$ cat src/design/ibs_regs.vh
// Purpose: constants for the immediate/direct bus-cycle sequencer
// Assumes: 8-bit data bus, 16-bit address bus
// Notes:   opcode classes are decoded by ibs_decode
`ifndef IBS_REGS_VH
`define IBS_REGS_VH

// page-select prefix and second opcode bytes
`define IBS_PAGE_PREFIX     8'h18
`define IBS_OP2_LOAD_Y_IMM  8'hEC
`define IBS_OP2_LOAD_Y_DIR  8'hDE
`define IBS_OP2_STORE_Y_DIR 8'hDF
// dummy-cycle address and zero-page high byte
`define IBS_DUMMY_ADDR      16'hFFFF
`define IBS_ZPAGE_HI        8'h00
// reset values
`define IBS_RESET_PC        16'h0000
// instruction class codes, 4 bits
`define IBS_CL_IMM8         4'h0
`define IBS_CL_IMM16LD      4'h1
`define IBS_CL_IMM16AR      4'h2
`define IBS_CL_DIR8RD       4'h3
`define IBS_CL_DIR8ST       4'h4
`define IBS_CL_DIR16LD      4'h5
`define IBS_CL_DIR16ST      4'h6
`define IBS_CL_PFX          4'h7
`define IBS_CL_IMMLDY       4'h8
`define IBS_CL_IMMCPY       4'h9
`define IBS_CL_DIRLDY       4'hA
`define IBS_CL_DIRSTY       4'hB
`define IBS_CL_DIRCPY       4'hC
`define IBS_CL_OTHER        4'hF

`endif

$ cat src/design/ibs_decode.v
// Purpose: classify an opcode byte into a bus-cycle class
// Assumes: page flag set when a $18 prefix was already fetched
// Notes:   unsupported opcodes fall back to a two-cycle read
`include "ibs_regs.vh"

module ibs_decode (
    input  wire [7:0] opcode,     // fetched opcode byte
    input  wire       page2,      // second byte of a prefixed opcode
    output reg  [3:0] op_class    // decoded class
);

    // pure lookup, no state
    always @*
    begin
        op_class = `IBS_CL_OTHER;
        if (page2)
        begin
            case (opcode)
                `IBS_OP2_LOAD_Y_IMM:  op_class = `IBS_CL_IMMLDY;
                8'h8C:                op_class = `IBS_CL_IMMCPY; // cmp y imm
                `IBS_OP2_LOAD_Y_DIR:  op_class = `IBS_CL_DIRLDY;
                `IBS_OP2_STORE_Y_DIR: op_class = `IBS_CL_DIRSTY;
                8'h9C:                op_class = `IBS_CL_DIRCPY; // cmp y dir
                default:          op_class = `IBS_CL_OTHER;
            endcase
        end
        else
        begin
            case (opcode)
                `IBS_PAGE_PREFIX: op_class = `IBS_CL_PFX;
                8'hCC, 8'hCE, 8'h8E:
                    op_class = `IBS_CL_IMM16LD;  // ld d/x/sp imm
                8'hC3, 8'h83, 8'h8C:
                    op_class = `IBS_CL_IMM16AR;  // add/sub d, cmp x
                8'hDC, 8'hDE, 8'h9E:
                    op_class = `IBS_CL_DIR16LD;
                8'hDD, 8'hDF, 8'h9F:
                    op_class = `IBS_CL_DIR16ST;
                8'h97, 8'hD7:
                    op_class = `IBS_CL_DIR8ST;   // store acc a/b
                default:
                begin
                    // 8-bit accumulator ops: column 8x/Cx imm, 9x/Dx dir
                    if (opcode[7] && opcode[5:4] == 2'b00)
                        op_class = `IBS_CL_IMM8;
                    else if (opcode[7] && opcode[5:4] == 2'b01)
                        op_class = `IBS_CL_DIR8RD;
                    else
                        op_class = `IBS_CL_OTHER;
                end
            endcase
        end
    end

endmodule

$ cat src/design/ibs_sequencer.v
// Purpose: bus-cycle sequencer for immediate and direct addressing
// Assumes: memory answers reads in the same bus cycle (rd_data valid)
// Notes:   one bus cycle per sys_clk; no idle cycles between opcodes
//
// Function
// - immediate 8-bit ops: opcode then operand
// - immediate 16-bit loads: opcode, high, low
// - immediate 16-bit arith: three reads, dummy $FFFF
// - immediate y load: prefix, $EC, high, low
// - immediate y compare: five cycles, dummy last
// - direct: fetched byte is low, high $00
// - direct 8-bit read ops take three reads
// - direct 8-bit store writes accumulator third cycle
// - direct 16-bit loads: high then low byte
// - direct 16-bit stores write high then low
// - direct y load: prefix, $DE, addr, data
// - direct y store: prefix, $DF, addr, write high
// - fifth y store cycle writes low byte
`include "ibs_regs.vh"

module ibs_sequencer (
    input  wire        sys_clk,      // bus clock
    input  wire        srst,         // sync reset, high
    input  wire [7:0]  rd_data,      // data bus read value
    input  wire [7:0]  acc_byte,     // accumulator for 8-bit store
    input  wire [15:0] reg_word,     // register for 16-bit store
    output reg  [15:0] bus_addr,     // address bus
    output reg         bus_rw,       // 1 read, 0 write
    output reg  [7:0]  wr_data,      // data bus on writes
    output reg         opc_fetch,    // cycle is an opcode fetch
    output reg  [3:0]  cyc_num       // cycle number within instruction
);

    // one-hot states
    localparam [6:0] S_OPC   = 7'b0000001; // opcode fetch
    localparam [6:0] S_OP2   = 7'b0000010; // second opcode byte
    localparam [6:0] S_IMM   = 7'b0000100; // immediate operand bytes
    localparam [6:0] S_ZADR  = 7'b0001000; // direct low address byte
    localparam [6:0] S_DAT   = 7'b0010000; // operand data cycles
    localparam [6:0] S_DUMMY = 7'b0100000; // ignored read at $FFFF
    localparam [6:0] S_LAST  = 7'b1000000; // unsupported-opcode filler read, returns to fetch

    reg  [6:0]  st_q, st_d;          // sequencer state
    reg  [15:0] pc_q, pc_d;          // next instruction byte address
    reg  [7:0]  zlo_q, zlo_d;        // captured direct low address
    reg  [3:0]  cls_q, cls_d;        // class of current instruction
    reg  [1:0]  cnt_q, cnt_d;        // bytes left in current phase
    reg         dat_q, dat_d;        // second byte of data phase
    reg  [3:0]  cyc_d;               // next cycle number
    reg  [15:0] addr_d;              // next address
    reg         rw_d;                // next rw level
    reg  [7:0]  wd_d;                // next write data
    reg         pg2_q, pg2_d;        // prefix seen

    wire [3:0]  dec_class;           // class of byte on data bus
    wire [15:0] zp_addr = {`IBS_ZPAGE_HI, zlo_q};

    ibs_decode u_dec (
        .opcode   (rd_data),
        .page2    (pg2_q),
        .op_class (dec_class)
    );

    // class wants 16-bit operand data
    function wide16;
        input [3:0] c;
        begin
            wide16 = (c == `IBS_CL_IMM16LD) || (c == `IBS_CL_IMM16AR) ||
                     (c == `IBS_CL_IMMLDY)  || (c == `IBS_CL_IMMCPY)  ||
                     (c == `IBS_CL_DIR16LD) || (c == `IBS_CL_DIR16ST) ||
                     (c == `IBS_CL_DIRLDY)  || (c == `IBS_CL_DIRSTY)  ||
                     (c == `IBS_CL_DIRCPY);
        end
    endfunction

    // immediate class ends with a dummy read
    function dummy_end;
        input [3:0] c;
        begin
            dummy_end = (c == `IBS_CL_IMM16AR) || (c == `IBS_CL_IMMCPY);
        end
    endfunction

    // class is a store
    function is_store;
        input [3:0] c;
        begin
            is_store = (c == `IBS_CL_DIR8ST) || (c == `IBS_CL_DIR16ST) ||
                       (c == `IBS_CL_DIRSTY);
        end
    endfunction

    // class uses direct addressing
    function is_direct;
        input [3:0] c;
        begin
            is_direct = (c == `IBS_CL_DIR8RD)  || (c == `IBS_CL_DIR8ST) ||
                        (c == `IBS_CL_DIR16LD) || (c == `IBS_CL_DIR16ST) ||
                        (c == `IBS_CL_DIRLDY)  || (c == `IBS_CL_DIRSTY) ||
                        (c == `IBS_CL_DIRCPY);
        end
    endfunction

    // next-cycle decision; each state emits the next bus cycle
    always @*
    begin
        st_d   = st_q;
        pc_d   = pc_q;
        zlo_d  = zlo_q;
        cls_d  = cls_q;
        cnt_d  = cnt_q;
        dat_d  = dat_q;
        pg2_d  = pg2_q;
        cyc_d  = cyc_num + 4'h1;
        addr_d = pc_q;
        rw_d   = 1'b1;
        wd_d   = 8'h00;
        case (st_q)
            S_OPC, S_OP2:
            begin
                // byte on rd_data is an opcode; next fetch at pc
                cls_d  = dec_class;
                pc_d   = pc_q + 16'h0001;
                if (dec_class == `IBS_CL_PFX)
                begin
                    // prefix: read second opcode byte
                    pg2_d = 1'b1;
                    st_d  = S_OP2;
                end
                else if (is_direct(dec_class))
                begin
                    pg2_d = 1'b0;
                    st_d  = S_ZADR;
                end
                else if (dec_class == `IBS_CL_OTHER)
                begin
                    // unsupported: one filler read, then fetch
                    pg2_d = 1'b0;
                    st_d  = S_LAST;
                end
                else
                begin
                    // immediate: 1 or 2 operand bytes
                    pg2_d = 1'b0;
                    cnt_d = wide16(dec_class) ? 2'd2 : 2'd1;
                    st_d  = S_IMM;
                end
            end
            S_IMM:
            begin
                pc_d  = pc_q + 16'h0001;
                cnt_d = cnt_q - 2'd1;
                if (cnt_q == 2'd1)
                begin
                    if (dummy_end(cls_q))
                    begin
                        // dummy read uses no program byte, pc holds
                        pc_d   = pc_q;
                        addr_d = `IBS_DUMMY_ADDR;
                        st_d   = S_DUMMY;
                    end
                    else
                    begin
                        cyc_d = 4'h1;
                        st_d  = S_OPC;
                    end
                end
            end
            S_ZADR:
            begin
                // low address byte on data bus, high forced to $00
                // pc already points past the address byte; bus leaves it
                zlo_d  = rd_data;
                addr_d = {`IBS_ZPAGE_HI, rd_data};
                dat_d  = 1'b0;
                st_d   = S_DAT;
                if (is_store(cls_q))
                begin
                    rw_d = 1'b0;
                    wd_d = (cls_q == `IBS_CL_DIR8ST) ? acc_byte
                                                     : reg_word[15:8];
                end
            end
            S_DAT:
            begin
                if (wide16(cls_q) && !dat_q)
                begin
                    // second data byte at operand address + 1
                    dat_d  = 1'b1;
                    addr_d = zp_addr + 16'h0001;
                    if (is_store(cls_q))
                    begin
                        rw_d = 1'b0;
                        wd_d = reg_word[7:0];
                    end
                end
                else if (dummy_end(cls_q) || cls_q == `IBS_CL_DIRCPY)
                begin
                    addr_d = `IBS_DUMMY_ADDR;
                    st_d   = S_DUMMY;
                end
                else
                begin
                    cyc_d = 4'h1;
                    st_d  = S_OPC;
                end
            end
            S_DUMMY, S_LAST:
            begin
                // data ignored; next opcode sits at pc
                cyc_d = 4'h1;
                st_d  = S_OPC;
            end
            default:
            begin
                cyc_d = 4'h1;
                st_d  = S_OPC;
            end
        endcase
    end

    // state and bus outputs, all registered
    always @(posedge sys_clk)
    begin
        if (srst)
        begin
            st_q      <= S_OPC;
            pc_q      <= `IBS_RESET_PC + 16'h0001;
            zlo_q     <= 8'h00;
            cls_q     <= `IBS_CL_OTHER;
            cnt_q     <= 2'd0;
            dat_q     <= 1'b0;
            pg2_q     <= 1'b0;
            bus_addr  <= `IBS_RESET_PC;
            bus_rw    <= 1'b1;
            wr_data   <= 8'h00;
            opc_fetch <= 1'b1;
            cyc_num   <= 4'h1;
        end
        else
        begin
            st_q      <= st_d;
            pc_q      <= (st_d == S_OPC && st_q != S_OPC && st_q != S_OP2)
                         ? addr_d + 16'h0001 : pc_d;
            zlo_q     <= zlo_d;
            cls_q     <= cls_d;
            cnt_q     <= cnt_d;
            dat_q     <= dat_d;
            pg2_q     <= pg2_d;
            bus_addr  <= addr_d;
            bus_rw    <= rw_d;
            wr_data   <= wd_d;
            opc_fetch <= (st_d == S_OPC) || (st_d == S_OP2);
            cyc_num   <= cyc_d;
        end
    end

endmodule

$ cat config.mk
export PLATFORM = sky130hd
export DESIGN_NAME = ibs_sequencer
export DESIGN_NICKNAME = d
export VERILOG_FILES = /design/src/design/ibs_decode.v /design/src/design/ibs_sequencer.v
export VERILOG_INCLUDE_DIRS = /design/src /design/src/design
export SDC_FILE = /design/constraint.sdc
export NUM_CORES = 1
export LEC_CHECK = 0
export ABC_AREA = 1
export BUFFER_PORTS_ARGS = -buffer_cell sky130_fd_sc_hd__buf_2
export CORE_UTILIZATION = 52
export DETAILED_ROUTE_END_ITERATION = 10
export PLACE_DENSITY = 0.77
export SKIP_LAST_GASP = 1
export SYNTH_ARGS = -nofsm -noshare
export SYNTH_HDL_FRONTEND = slang
export SYNTH_HIERARCHICAL = 1
export SYNTH_SLANG_ARGS = --single-unit
$ cat constraint.sdc
create_clock -name sys_clk -period 1.8 [get_ports sys_clk]
set_input_delay 0.18 -clock sys_clk [delete_from_list [all_inputs] [get_ports sys_clk]]
set_output_delay 0.18 -clock sys_clk [all_outputs]
set_load 0.02 [all_outputs]
==> reports/metrics.yaml <==
synth_xor_area_share_pct: 3.02
setup_viol: 0
setup_ws_ns: 0.0955
tns_ns: 0
crit_required_ns: 2.05
dieWidth_microns: 90.4
avgSynthCellArea_sq_um: 6.44
rr_worst_depth: 11
ys.flop_type: "dfxtp_1"
fp-row-count: 31
muxShareOfSynthArea_pct: 0
drive_gt1_share_pct: 23.4
vias_per_cell: 5.09
ys_seq_area_share_pct: 34.0
gp_congestion: 0.884
async_flop_share_pct: 0
crit_arrival_ns: 1.96
grtUsageMet2_pct: 42.5
drv_cap: 0
use_met1_pct: 32.3
clockRootBuffer: "clkbuf_8"
die-height_microns: 90.4
synth_top_area_share_pct: 34.0
layout.cells.non_filler: 822
post-route-min-period_ns: 1.70
numPortBuffers: 63
grt_max_degree: 28
tightest_slew_ns: 0.483
grt-busiest-layer: "met2"
ys_seq_elements: 69
yosys_warnings: 6
cts_resized: 0
clk_pin_slew_ns: 0.08
drt-wirelength-per-cell_microns: 12.5
min_period_over_period_pct: 94.7
cp-end-kind: "register"
hp-start: "reg_word[7]"
fill_cells: 668
syn_area_sq_um: 4060
drv_slew: 0
yosysTopAreaCell: "dfxtp_1"
ir_drop_mv: 0.730
hold_viol_final: 0
grt_antenna_before_repair: 0
met3_usage_pct: 5.47
initial_core_util_pct: 54.9
synth_top_family_by_area: "simple AND/OR/NAND/NOR gates"
fmax_mhz: 587
whs_endpoint: "wr_data[7]$_SDFF_PP0_"
synthSimpleGateAreaFrac_pct: 41.2
dp_cells: 804
drc: 0
drt_wl_total_mm: 10.3
critPathLaunchType: "register"
critPathKind: "reg2reg"
htreeDepth: 3
r2r_setup_slack_ns: 0.1
whs_ns: 0.0583
hpwl_mm: 7.36
place_ws_ns: -0.204
cts_sinks: 69
area_growth_pct: 21.6
antenna_left: 0
crit_path_max_fanout: 13
synth_edf_count: 0
vias: 4187
dr.pass1.iters: 5
rsz0062_at_grt: "yes"
ctsHoldBuffers: 0
clockBufferDepth: 2
clock-skew-final_ns: 0.0107
clock_latency_ns: 0.36
yosys.cell_types.count: 36
dieArea_sq_um: 8170
worstHoldPathCells: 3
synth_compound_area_share_pct: 11.4
cts_tree: "done"
fin_area_sq_um: 4940
first_global_vias: 3861
p_leak_nw: 2.38
numCtsBuffers: 9
grt_pass1_wl_mm: 17.1
hold_class: "in2reg"
r2r_start: "cls_q[3]$_SDFFE_PP1P_"
synthAdderAreaFrac_pct: 1.23
core_area_sq_um: 7410
relSlewSlack_pct: 67.7
post_cts_buffers: 0
num_antenna_cells: 0
rr_endpoint: "pc_q[3]$_SDFFE_PP0P_"
utilization_pct: 66.7
synth_nets: 669
synth_area_leaders: "dfxtp_1, nand2_1, nor2_1"
run_status: "finished, final reports clean"
grt_overflow: 0
syn_inst: 631
finalPower_mw: 5.32
track_usage_pct: 25.4
power.density_nw_per_um2: 1080
drt_iter0_drc: 295
placed_cell_area_sq_um: 4630
num-nets-final: 756
io_pins: 64
[registers in the layout, summed over array words and instances, names as in the netlist]
name	flops
pc_q	16
wr_data	8
cnt_q	2
cyc_num	4
st_q	7
opc_fetch	1
bus_rw	1
dat_q	1
zlo_q	8
pg2_q	1
cls_q	4
bus_addr	16
[cells in the mapped netlist (2+ instances only)]
cell type,number
nand3_1,37
nor2_1,83
nand2_4,3
xor2_1,13
nand3_2,7
clkbuf_1,9
nor2_2,7
nand2_2,10
nand2_1,196
or2_2,3
inv_1,63
nand3b_1,4
nor2_4,8
buf_6,2
dfxtp_1,69
nor3_1,6
o21ai_0,26
ha_1,4
buf_4,2
a21oi_1,31
nand4_1,3
o211ai_1,12
inv_2,9
buf_2,5
a31oi_1,8
[critical path, cell delays in order, from the launching register on]
cell and delay, ns:
dfxtp_1 0.40, inv_2 0.07, nor2_1 0.15, nand2_1 0.12, nand2_2 0.13, nor2_4 0.07
nand2_4 0.14, nand3_4 0.16, nand3_4 0.19, nand2_1 0.07, nand2_1 0.06, nor2_1 0.04
[cell families (layout without fill, tap and decap cells)]
logic type / count (synthesis) / count (layout)
xor+xnor: 14 / 14
fa+ha+maj: 4 / 4
flops: 69 / 69
simple gates: 371 / 373
buf+inv: 91 / 181
compound gates: 82 / 82
[placed cells by master (no fill, tap or decap), drive strengths merged]
cell type	n
nor3	6
o211ai	12
clkinvlp	1
buf	93
o2111ai	1
clkinv	3
dfxtp	69
a21oi	31
ha	4
clkbuf	10
nand4	4
bufinv	2
nand3	47
a31oi	8
or2	3
xnor2	1
nor3b	1
nand3b	4
a211oi	1
o21ai	27
nand2	209
nor2	98
inv	72
o22ai	1
o21bai	1
and2	1
xor2	13
[worst max path at each step]
| stage | startpoint | end | slack (ns) | cells past startpoint |
|---|---|---|---|---|
| floorplan | rd_data[0] | cnt_q[1]$_SDFFE_PP0P_ | 0.14 | 17 |
| detailed placement | rd_data[5] | cnt_q[1]$_SDFFE_PP0P_ | -0.20 | 17 |
| CTS | cls_q[3]$_SDFFE_PP1P_ | pc_q[5]$_SDFFE_PP0P_ | 0.09 | 11 |
| finish | cls_q[3]$_SDFFE_PP1P_ | pc_q[3]$_SDFFE_PP0P_ | 0.1 | 11 |
| global placement | rd_data[5] | cnt_q[1]$_SDFFE_PP0P_ | -0.12 | 18 |
| global route | cls_q[3]$_SDFFE_PP1P_ | pc_q[1]$_SDFFE_PP0P_ | -0.04 | 12 |
[per-layer routing]
metal	vias up	part of all wire (%)
met5	-	0
met4	0	1.4
met3	12	5.0
met2	119	47
met1	1878	46
li1	2178	-
[layout make-up]
| class | count | area [sq um] | share of cell area, % |
|---|---|---|---|
| Clock buffer | 10 | 138 | 2.78 |
| Clock inverter | 6 | 86.3 | 1.75 |
| Inverter | 72 | 270 | 5.47 |
| Multi-Input combinational cell | 473 | 2400 | 48.5 |
| Sequential cell | 69 | 1380 | 27.9 |
| Tap cell | 99 | 124 | 2.51 |
| Timing Repair Buffer | 93 | 544 | 11.0 |
[power by group]
group          switching [mW]  total (mW)  internal [mW]
registers               0.195        1.95           1.76
logic                    1.25        1.95          0.697
clock network           0.606        1.42          0.814
Power figures use the tool's default switching activity.
